$ cat src/stdby_pkg.sv
// shared constants for the standby (halt/stop) controller
package stdby_pkg;
  // register byte offsets on the wishbone slave
  localparam logic [7:0] ADDR_CTRL      = 8'h00;
  localparam logic [7:0] ADDR_STATUS    = 8'h04;
  localparam logic [7:0] ADDR_SETTLE    = 8'h08;
  // control register fields
  localparam int         CTRL_SIO_EXT   = 0;
  // status register fields
  localparam int         ST_MODE_LSB    = 0;
  localparam int         ST_CPU_CLK     = 4;
  localparam int         ST_OSC_ON      = 5;
  localparam int         ST_XTAL_PU     = 6;
  localparam int         ST_LAST_VEC    = 7;
  // settle select: reset value and largest meaningful code
  localparam logic [7:0] SETTLE_SEL_RST = 8'h04;
  localparam logic [7:0] SETTLE_SEL_MAX = 8'h04;
  localparam int         SETTLE_CNT_W   = 20;
  // wake latency in clocks, lower edge of each allowed window
  localparam logic [3:0] WAKE_VEC_CLKS  = 4'h8;
  localparam logic [3:0] WAKE_RES_CLKS  = 4'h2;
  // controller modes
  typedef enum logic [2:0] {
    MODE_RUN    = 3'b000,
    MODE_HALT   = 3'b001,
    MODE_STOP   = 3'b010,
    MODE_SETTLE = 3'b011,
    MODE_WAKE   = 3'b100
  } mode_t;
endpackage

$ cat src/settle_timer.sv
// oscillation settle down-counter with a one-cycle done pulse
`timescale 1ns/1ps
module settle_timer
  import stdby_pkg::*;
#(
  parameter int W = SETTLE_CNT_W
) (
  input  wire logic         clk_i,
  input  wire logic         rst_i,
  input  wire logic         start_i,
  input  wire logic [W-1:0] load_i,
  output logic              done_o
);
  typedef struct packed {
    logic         busy;
    logic [W-1:0] cnt;
    logic         done;
  } tmr_t;

  tmr_t s_r;
  tmr_t s_nxt;

  // count down the loaded number of cycles, pulse done at the end
  always_comb begin
    s_nxt      = s_r;
    s_nxt.done = 1'b0;
    if (start_i) begin
      s_nxt.busy = 1'b1;
      s_nxt.cnt  = load_i;
    end else if (s_r.busy) begin
      if (s_r.cnt <= W'(1)) begin
        s_nxt.busy = 1'b0;
        s_nxt.done = 1'b1;
      end
      s_nxt.cnt = s_r.cnt - W'(1);
    end
  end

  // register stage
  always_ff @(posedge clk_i) begin
    if (rst_i) begin
      s_r <= '0;
    end else begin
      s_r <= s_nxt;
    end
  end

  assign done_o = s_r.done;
endmodule

$ cat src/standby_ctrl.sv
// standby controller: light sleep, deep sleep, settle wait and wake-up
// Functional notes
// - A light-sleep instruction gates the cpu clock but keeps the oscillator.
// - In any sleep mode the port output latches hold their previous values.
// - In light sleep timers, watchdog, adc and serial run; display is off.
// - An unmasked request ends light sleep, vectored if acknowledge is on.
// - Light-sleep wake takes 8 clocks if vectored and 2 clocks if resuming.
// - A non-maskable request always ends light sleep with vectored service.
// - Reset during sleep returns to run and normal reset processing.
// - A low-priority wake is vectored only with acknowledge and in-service.
// - A deep-sleep instruction stops both the oscillator and the cpu clock.
// - Deep sleep pulls the crystal output pin up to the supply.
// - Deep sleep with a request already pending falls to the settle wait.
// - In deep sleep latches hold and timers, watchdog, adc and display stop.
// - Serial runs in deep sleep only when set to an external shift clock.
// - External interrupt detection stays active in every mode.
// - An unmasked request ends deep sleep; after settling it is serviced.
// - The settle select register resets to 04H, a wait of 2^16 clocks.
//
// Chosen here: the address map and register access over Wishbone.
`timescale 1ns/1ps
module standby_ctrl
  import stdby_pkg::*;
#(
  parameter int N_IRQ       = 16,
  parameter int SETTLE_EXP0 = 12
) (
  input  wire logic             clk_i,
  input  wire logic             rst_i,
  // wishbone classic slave
  input  wire logic             wb_cyc_i,
  input  wire logic             wb_stb_i,
  input  wire logic             wb_we_i,
  input  wire logic [7:0]       wb_adr_i,
  input  wire logic [3:0]       wb_sel_i,
  input  wire logic [31:0]      wb_dat_i,
  output logic [31:0]           wb_dat_o,
  output logic                  wb_ack_o,
  // cpu core
  input  wire logic             halt_exec_i,
  input  wire logic             stop_exec_i,
  input  wire logic             interrupt_ack_enable_i,
  input  wire logic             in_service_priority_flag_i,
  // interrupt controller flags
  input  wire logic [N_IRQ-1:0] int_req_i,
  input  wire logic [N_IRQ-1:0] interrupt_mask_flag_i,
  input  wire logic [N_IRQ-1:0] priority_low_flag_i,
  input  wire logic             nmi_req_i,
  // clock and wake controls
  output logic                  cpu_clk_en_o,
  output logic                  osc_en_o,
  output logic                  crystal_output_pin_pullup_o,
  output logic                  port_latch_hold_o,
  output logic                  wake_vector_o,
  output logic                  wake_resume_o,
  // peripheral run enables
  output logic                  rmt_timer_en_o,
  output logic                  pwm_timer_en_o,
  output logic                  watchdog_en_o,
  output logic                  adc_en_o,
  output logic                  serial_en_o,
  output logic                  display_en_o,
  output logic                  ext_int_detect_en_o
);
  typedef struct packed {
    mode_t       mode;
    logic [3:0]  lat;
    logic        vec;
    logic        last_vec;
    logic [7:0]  settle_sel;
    logic        sio_ext;
    logic        ack;
    logic [31:0] dat;
    logic        cpu_clk;
    logic        osc;
    logic        xtal_pu;
    logic        hold;
    logic        wake_vec;
    logic        wake_res;
    logic        settle_go;
    logic        rmt;
    logic        pwm;
    logic        wdt;
    logic        adc;
    logic        sio;
    logic        disp;
  } ctl_t;

  ctl_t s_r;
  ctl_t s_nxt;

  logic                    settle_done;
  logic                    wake_any;
  logic                    wake_vec_now;
  logic [N_IRQ-1:0]        unmasked;
  logic [SETTLE_CNT_W-1:0] settle_load;
  logic                    wb_req;

  // any unmasked maskable request
  function automatic logic pending_any(input logic [N_IRQ-1:0] req,
                                       input logic [N_IRQ-1:0] msk);
    return |(req & ~msk);
  endfunction

  // settle length from the select code, clipped at the top code
  function automatic logic [SETTLE_CNT_W-1:0] settle_cycles(
      input logic [7:0] sel);
    logic [7:0]              code;
    logic [SETTLE_CNT_W-1:0] one;
    code = (sel > SETTLE_SEL_MAX) ? SETTLE_SEL_MAX : sel;
    one  = SETTLE_CNT_W'(1);
    return one << (SETTLE_EXP0 + int'(code));
  endfunction

  // wake decision from masks, priorities and cpu flags
  always_comb begin
    unmasked     = int_req_i & ~interrupt_mask_flag_i;
    wake_any     = nmi_req_i
                   | pending_any(int_req_i, interrupt_mask_flag_i);
    wake_vec_now = nmi_req_i
                   | (interrupt_ack_enable_i
                      & |(unmasked & ~priority_low_flag_i))
                   | (interrupt_ack_enable_i
                      & in_service_priority_flag_i
                      & |(unmasked & priority_low_flag_i));
    settle_load  = settle_cycles(s_r.settle_sel);
    wb_req       = wb_cyc_i & wb_stb_i;
  end

  // mode machine, register file and derived output levels
  always_comb begin
    s_nxt           = s_r;
    s_nxt.wake_vec  = 1'b0;
    s_nxt.wake_res  = 1'b0;
    s_nxt.settle_go = 1'b0;
    unique case (s_r.mode)
      MODE_RUN: begin
        if (stop_exec_i && wake_any) begin
          s_nxt.mode      = MODE_SETTLE;
          s_nxt.vec       = wake_vec_now;
          s_nxt.settle_go = 1'b1;
        end else if (stop_exec_i) begin
          s_nxt.mode = MODE_STOP;
        end else if (halt_exec_i) begin
          s_nxt.mode = MODE_HALT;
        end
      end
      MODE_HALT: begin
        // masked requests keep the machine here; only unmasked or non-maskable ones leave
        if (wake_any) begin
          s_nxt.mode = MODE_WAKE;
          s_nxt.vec  = wake_vec_now;
          s_nxt.lat  = (wake_vec_now ? WAKE_VEC_CLKS
                                     : WAKE_RES_CLKS) - 4'h1;
        end
      end
      MODE_STOP: begin
        if (wake_any) begin
          s_nxt.mode      = MODE_SETTLE;
          s_nxt.vec       = wake_vec_now;
          s_nxt.settle_go = 1'b1;
        end
      end
      MODE_SETTLE: begin
        // the cpu is released only after the full settle count
        if (settle_done) begin
          s_nxt.mode = MODE_WAKE;
          s_nxt.lat  = (s_r.vec ? WAKE_VEC_CLKS
                                : WAKE_RES_CLKS) - 4'h1;
        end
      end
      MODE_WAKE: begin
        if (s_r.lat <= 4'h1) begin
          s_nxt.mode     = MODE_RUN;
          s_nxt.wake_vec = s_r.vec;
          s_nxt.wake_res = ~s_r.vec;
          s_nxt.last_vec = s_r.vec;
        end
        s_nxt.lat = s_r.lat - 4'h1;
      end
      default: begin
        s_nxt.mode = MODE_RUN;
      end
    endcase

    // clock gating and pin control follow the next mode
    s_nxt.cpu_clk = (s_nxt.mode == MODE_RUN);
    s_nxt.osc     = (s_nxt.mode != MODE_STOP);
    s_nxt.xtal_pu = (s_nxt.mode == MODE_STOP);
    s_nxt.hold    = (s_nxt.mode != MODE_RUN);
    // peripherals: run all, halt all but display, deep sleep serial only
    unique case (s_nxt.mode)
      MODE_RUN: begin
        {s_nxt.rmt, s_nxt.pwm, s_nxt.wdt, s_nxt.adc} = 4'hF;
        s_nxt.sio  = 1'b1;
        s_nxt.disp = 1'b1;
      end
      MODE_HALT, MODE_WAKE: begin
        {s_nxt.rmt, s_nxt.pwm, s_nxt.wdt, s_nxt.adc} = 4'hF;
        s_nxt.sio  = 1'b1;
        s_nxt.disp = 1'b0;
      end
      default: begin
        {s_nxt.rmt, s_nxt.pwm, s_nxt.wdt, s_nxt.adc} = 4'h0;
        s_nxt.sio  = s_r.sio_ext;
        s_nxt.disp = 1'b0;
      end
    endcase

    // wishbone: ack one cycle after the request, write on the ack edge
    s_nxt.ack = wb_req & ~s_r.ack;
    if (wb_req && !s_r.ack) begin
      unique case (wb_adr_i)
        ADDR_CTRL:   s_nxt.dat = {31'h0, s_r.sio_ext};
        ADDR_STATUS: s_nxt.dat = {24'h0, s_r.last_vec, s_r.xtal_pu,
                                  s_r.osc, s_r.cpu_clk, 1'b0, s_r.mode};
        ADDR_SETTLE: s_nxt.dat = {24'h0, s_r.settle_sel};
        default:     s_nxt.dat = 32'h0;
      endcase
    end
    if (wb_req && s_r.ack && wb_we_i && wb_sel_i[0]) begin
      if (wb_adr_i == ADDR_CTRL) begin
        s_nxt.sio_ext = wb_dat_i[CTRL_SIO_EXT];
      end
      if (wb_adr_i == ADDR_SETTLE) begin
        s_nxt.settle_sel = wb_dat_i[7:0];
      end
    end
  end

  // register stage; reset gives run mode with all clocks on
  always_ff @(posedge clk_i) begin
    if (rst_i) begin
      s_r            <= '0;
      s_r.mode       <= MODE_RUN;
      s_r.settle_sel <= SETTLE_SEL_RST;
      s_r.cpu_clk    <= 1'b1;
      s_r.osc        <= 1'b1;
      s_r.rmt        <= 1'b1;
      s_r.pwm        <= 1'b1;
      s_r.wdt        <= 1'b1;
      s_r.adc        <= 1'b1;
      s_r.sio        <= 1'b1;
      s_r.disp       <= 1'b1;
    end else begin
      s_r <= s_nxt;
    end
  end

  // settle wait counter
  settle_timer #(
    .W       (SETTLE_CNT_W)
  ) u_settle (
    .clk_i   (clk_i),
    .rst_i   (rst_i),
    .start_i (s_r.settle_go),
    .load_i  (settle_load),
    .done_o  (settle_done)
  );

  // outputs straight from flops; external detection never switched off
  assign wb_dat_o                    = s_r.dat;
  assign wb_ack_o                    = s_r.ack;
  assign cpu_clk_en_o                = s_r.cpu_clk;
  assign osc_en_o                    = s_r.osc;
  assign crystal_output_pin_pullup_o = s_r.xtal_pu;
  assign port_latch_hold_o           = s_r.hold;
  assign wake_vector_o               = s_r.wake_vec;
  assign wake_resume_o               = s_r.wake_res;
  assign rmt_timer_en_o              = s_r.rmt;
  assign pwm_timer_en_o              = s_r.pwm;
  assign watchdog_en_o               = s_r.wdt;
  assign adc_en_o                    = s_r.adc;
  assign serial_en_o                 = s_r.sio;
  assign display_en_o                = s_r.disp;
  assign ext_int_detect_en_o         = 1'b1;

  // light sleep: cpu clock off, oscillator on
  chk_halt_clock_gate: assert property (
    @(posedge clk_i) disable iff (rst_i)
    (s_r.mode == MODE_HALT) |-> (!cpu_clk_en_o && osc_en_o))
    else $error("light sleep clock gating wrong");

  // latch hold on the first cycle after leaving run mode
  chk_port_hold_sleep: assert property (
    @(posedge clk_i) disable iff (rst_i)
    $rose(s_r.mode != MODE_RUN) |-> port_latch_hold_o
      throughout (s_r.mode != MODE_RUN)[*1])
    else $error("port hold missing in sleep");

  // light sleep peripheral set
  chk_halt_periph_set: assert property (
    @(posedge clk_i) disable iff (rst_i)
    (s_r.mode == MODE_HALT) |-> (rmt_timer_en_o && pwm_timer_en_o
      && watchdog_en_o && adc_en_o && serial_en_o && !display_en_o))
    else $error("light sleep peripheral enables wrong");

  // masked requests keep light sleep
  chk_masked_keep_halt: assert property (
    @(posedge clk_i) disable iff (rst_i)
    (s_r.mode == MODE_HALT && !wake_any) |=> (s_r.mode == MODE_HALT))
    else $error("light sleep left without unmasked request");

  // vectored wake after eight clocks
  chk_vec_wake_latency: assert property (
    @(posedge clk_i) disable iff (rst_i)
    (s_r.mode == MODE_HALT && wake_any && wake_vec_now)
      |-> !wake_vector_o [*8] ##1 wake_vector_o)
    else $error("vectored wake latency not 8 clocks");

  // non-maskable request ignores acknowledge enable
  chk_nmi_always_vec: assert property (
    @(posedge clk_i) disable iff (rst_i)
    (s_r.mode == MODE_HALT && nmi_req_i && !interrupt_ack_enable_i)
      |-> ##8 (wake_vector_o && !wake_resume_o))
    else $error("nmi wake not vectored");

  // reset release lands in run mode
  chk_reset_to_run: assert property (
    @(posedge clk_i) disable iff (rst_i)
    $fell(rst_i) |-> (s_r.mode == MODE_RUN && cpu_clk_en_o))
    else $error("reset did not return to run");

  // low priority wake resumes unless ack and in-service both set
  chk_lowpri_resume: assert property (
    @(posedge clk_i) disable iff (rst_i)
    (s_r.mode == MODE_HALT && !nmi_req_i
      && !(|(unmasked & ~priority_low_flag_i))
      && |(unmasked & priority_low_flag_i)
      && !(interrupt_ack_enable_i && in_service_priority_flag_i))
      |-> ##2 wake_resume_o)
    else $error("low priority wake not resumed in 2 clocks");

  // deep sleep: oscillator and cpu stopped, crystal pin pulled up
  chk_stop_osc_off: assert property (
    @(posedge clk_i) disable iff (rst_i)
    (s_r.mode == MODE_STOP) |-> (!osc_en_o && !cpu_clk_en_o
      && crystal_output_pin_pullup_o))
    else $error("deep sleep clocks or pull-up wrong");

  // pending request turns deep sleep into the settle wait
  chk_stop_pending_fall: assert property (
    @(posedge clk_i) disable iff (rst_i)
    (s_r.mode == MODE_RUN && stop_exec_i && wake_any)
      |=> (s_r.mode == MODE_SETTLE && osc_en_o))
    else $error("pending request did not skip deep sleep");

  // deep sleep peripheral set
  chk_stop_periph_set: assert property (
    @(posedge clk_i) disable iff (rst_i)
    (s_r.mode == MODE_STOP) |-> (!rmt_timer_en_o && !pwm_timer_en_o
      && !watchdog_en_o && !adc_en_o && !display_en_o
      && serial_en_o == s_r.sio_ext))
    else $error("deep sleep peripheral enables wrong");

  // settle state is left only on the counter
  chk_settle_gated: assert property (
    @(posedge clk_i) disable iff (rst_i)
    (s_r.mode == MODE_SETTLE && !settle_done)
      |=> (s_r.mode == MODE_SETTLE))
    else $error("settle wait left early");

  // settle end moves to wake, then service
  chk_settle_to_wake: assert property (
    @(posedge clk_i) disable iff (rst_i)
    (s_r.mode == MODE_SETTLE && settle_done && s_r.vec)
      |=> (s_r.mode == MODE_WAKE) ##7 wake_vector_o)
    else $error("deep sleep release sequence wrong");

  // settle select comes out of reset at its default
  chk_settle_sel_rst: assert property (
    @(posedge clk_i) disable iff (rst_i)
    $fell(rst_i) |-> (s_r.settle_sel == SETTLE_SEL_RST))
    else $error("settle select reset value wrong");
endmodule

$ cat config.mk
export PLATFORM = sky130hd
export DESIGN_NAME = standby_ctrl
export DESIGN_NICKNAME = d
export VERILOG_FILES = /design/src/stdby_pkg.sv /design/src/settle_timer.sv /design/src/standby_ctrl.sv
export SDC_FILE = /design/constraint.sdc
export NUM_CORES = 1
export LEC_CHECK = 0
export BUFFER_PORTS_ARGS = -buffer_cell sky130_fd_sc_hd__buf_2
export CAP_MARGIN = 20
export CORE_ASPECT_RATIO = 1.4
export CORE_MARGIN = 2
export CORE_UTILIZATION = 40
export CTS_CLUSTER_DIAMETER = 30
export DETAILED_ROUTE_END_ITERATION = 8
export GPL_TIMING_DRIVEN = 1
export PLACE_DENSITY = 0.65
export SETUP_SLACK_MARGIN = 0.1
export SYNTH_ARGS = -nofsm -noshare
export SYNTH_HDL_FRONTEND = slang
export SYNTH_SLANG_ARGS = --single-unit
$ cat constraint.sdc
create_clock -name clk_i -period 6.99 [get_ports clk_i]
set_clock_uncertainty 0.2 [all_clocks]
set_input_delay 1.0485 -clock clk_i [delete_from_list [all_inputs] [get_ports clk_i]]
set_output_delay 1.0485 -clock clk_i [all_outputs]
set_load 0.005 [all_outputs]
==> metrics.cfg <==
[status]
status = finished clean

[yosys]
synth_most_common_cell = dfxtp_1
ys_async_sr_fraction_pct = 0
ys_ff_latch = 58
ys_types = 59
syn-cell-area_um2 = 3410
synthFlopType = dfxtp_1
yosys.area.top_type_share_pct = 34.1
avgSynthCellArea_um2 = 8.24
netlist_top_cells_count = dfxtp_1, nor2_1, buf_4
yosys-top-cells-area = dfxtp_1, buf_4, nor2_1, nor3b_1, nor3_1
yosys_warnings = 0
synth_edf_count = 0
syn_inst = 414
ys_seq_area_share_pct = 34.1
yosysTopAreaCell = dfxtp_1

[placed_design]
place_worst_setup_slack_ns = 3.80
place_congestion = 0.809
port_buffers = 95
dp_hpwl_um = 5930

[layout]
largest_reg_flops = 21
top_register = u_settle.s_r
area_delta_synth_final_pct = 19.7
layout.nets = 598
diodes = 0
drive_gt1_share_pct = 25.8

[power_and_ir_drop]
peakVddDrop_mv = 0.146
switching_share_pct = 30.4
seqPwrFrac_pct = 35.2
powerDensity_nw_per_um2 = 307
leakagePower_nw = 1.73
p_comb_share_pct = 27.9
clockPowerShare_pct = 36.9
p_int_mw = 0.872
p_sw_mw = 0.382

[sta]
finalCritPeriodShare_pct = 41.4
drv_slew = 0
max_slew_margin_pct = 49.6
fin_setup_tns_ns = 0
post-route-min-period_ns = 2.89
finalSetupViolations = 0
fin_ws_ns = 4.10
rsz0062_at_grt = false
fmax_ghz = 0.346
worstMarginPinSlew_ns = 0.750
hold_viol = 0

[route]
detail_route.drc_violations = 0
wirelength_um = 7700
wl_per_cell_um = 12.9
vias = 3069
drt_first_pass_iters = 4
drtIter0Drc = 120
drtAntennaViolNets = 0
via_per_inst = 5.13

[setup_path]
crit_fanout = 3
worstPathRequired_ns = 6.97
startpoint = int_req_i[10]
r2r_start = u_settle.s_r[3]$_SDFFE_PP0P_
ff2ff_setup_slack_ns = 4.27
startpoint_type = input port
path_class = in -> reg
crit_path_end = s_r[59]$_SDFFE_PP0P_
rr_worst_depth = 6
arrival_ns = 2.87
critPathCaptureType = flip-flop
r2r-end = u_settle.s_r[15]$_SDFFE_PP0P_

[clock_tree]
cts_tree = built
cts_resized = 0
htreeDepth = 3
cts_setup_buffers = 0
path_clk_slew_ns = 0.05
insertion_delay_ns = 0.33
cts_buffers = 9
cts_sinks = 58
cts_root_buffer = clkbuf_16
clockBufferDepth = 2
postCtsHoldBufs = 0

[global_route]
grt_max_degree = 43
antenna_found_initial = 0
grt_pass1_vias = 3019
gr-usage-all-layers_pct = 17.5
grt_pass1_wl_um = 12900
overflow = 0

[hold_path]
min_path_type = reg -> reg

[floorplanning]
initial_utilization_pct = 41.6
core_um2 = 8200
rows = 39
io_pins = 148
die_area_um2 = 9290
die_h_um = 113
die_w_um = 82.0

[run]
drv_cap = 0

==> how the worst min path moves through the flow <==
stage / cells after the start / endpoint / from / slack [ns]
2_1_floorplan: 1 / serial_en_o$_SDFF_PP1_ / s_r[46]$_SDFFE_PP0P_ / 0.23
3_3_place_gp: 1 / serial_en_o$_SDFF_PP1_ / s_r[46]$_SDFFE_PP0P_ / 0.26
6_report: 1 / serial_en_o$_SDFF_PP1_ / s_r[46]$_SDFFE_PP0P_ / 0.27
3_5_place_dp: 1 / serial_en_o$_SDFF_PP1_ / s_r[46]$_SDFFE_PP0P_ / 0.26
5_1_grt: 1 / serial_en_o$_SDFF_PP1_ / s_r[46]$_SDFFE_PP0P_ / 0.29
4_1_cts: 1 / serial_en_o$_SDFF_PP1_ / s_r[46]$_SDFFE_PP0P_ / 0.27
==> worst max-delay path, stage by stage <==
cell	delay, ns
buf_2	0.10
nor2b_1	0.14
a2111oi_0	0.56
and4_1	0.30
o211ai_1	0.15
a2111oi_0	0.50
nor4_1	0.08
==> metal layers <==
metal	track usage [%]	vias up	routed length [um]
met5	0	-	0
met4	8.22	0	159
met3	2.31	12	377
met2	33.1	97	4030
met1	18.3	1392	3130
li1	-	1568	-
==> area by class of cell <==
type | count | area [um^2]
Clock buffer | 9 | 225
Clock inverter | 7 | 93.8
Fill cell | 801 | 4120
Inverter | 22 | 82.6
Multi-Input combinational cell | 304 | 1910
Sequential cell | 58 | 1160
Tap cell | 102 | 128
Timing Repair Buffer | 96 | 483
==> per-stage QoR <==
| stage | instance area [um^2] | util [%] | power, mW | std cells | hold slack [ns] |
|---|---|---|---|---|---|
| 2_1_floorplan | 3500 | - | 0.718 | 438 | 0.232 |
| 3_3_place_gp | 3760 | 45.9 | 0.789 | 582 | 0.256 |
| 3_5_place_dp | 3760 | 45.9 | 0.796 | 582 | 0.262 |
| 4_1_cts | 4080 | 49.8 | 1.27 | 598 | 0.275 |
| 5_1_grt | 4080 | 49.8 | 1.33 | 598 | 0.287 |
| 6_report | 4080 | 49.8 | 1.25 | 598 | 0.273 |
==> placed cells by master (no fill, tap or decap), types with 12 or more instances in the layout <==
cell / n
buf_2: 95
dfxtp_1: 58
nor2_1: 43
conb_1: 26
inv_1: 22
nor3_1: 21
a21oi_1: 19
nor3b_1: 17
nand2_1: 14
nand2b_1: 12
nand3b_1: 12
xnor2_1: 12
==> power groups by stage <==
stage | registers [mW] | logic (mW) | clock network (mW)
floorplan | 0.425 | 0.293 | 0
global placement | 0.446 | 0.344 | 0
detailed placement | 0.448 | 0.348 | 0
CTS | 0.442 | 0.353 | 0.472
global route | 0.451 | 0.395 | 0.484
finish | 0.442 | 0.350 | 0.463
==> logic make-up after synthesis <==
group | after synthesis | share of synthesized area, %
compound gates | 75 | 15.4
fa+ha+maj | 5 | 1.83
buf+inv | 76 | 12.6
flops | 58 | 34.1
mux | 10 | 2.94
simple gates | 171 | 28.6
other cells | 2 | 0.220
xor+xnor | 17 | 4.37
No activity file was read; power rests on OpenSTA's default activity.
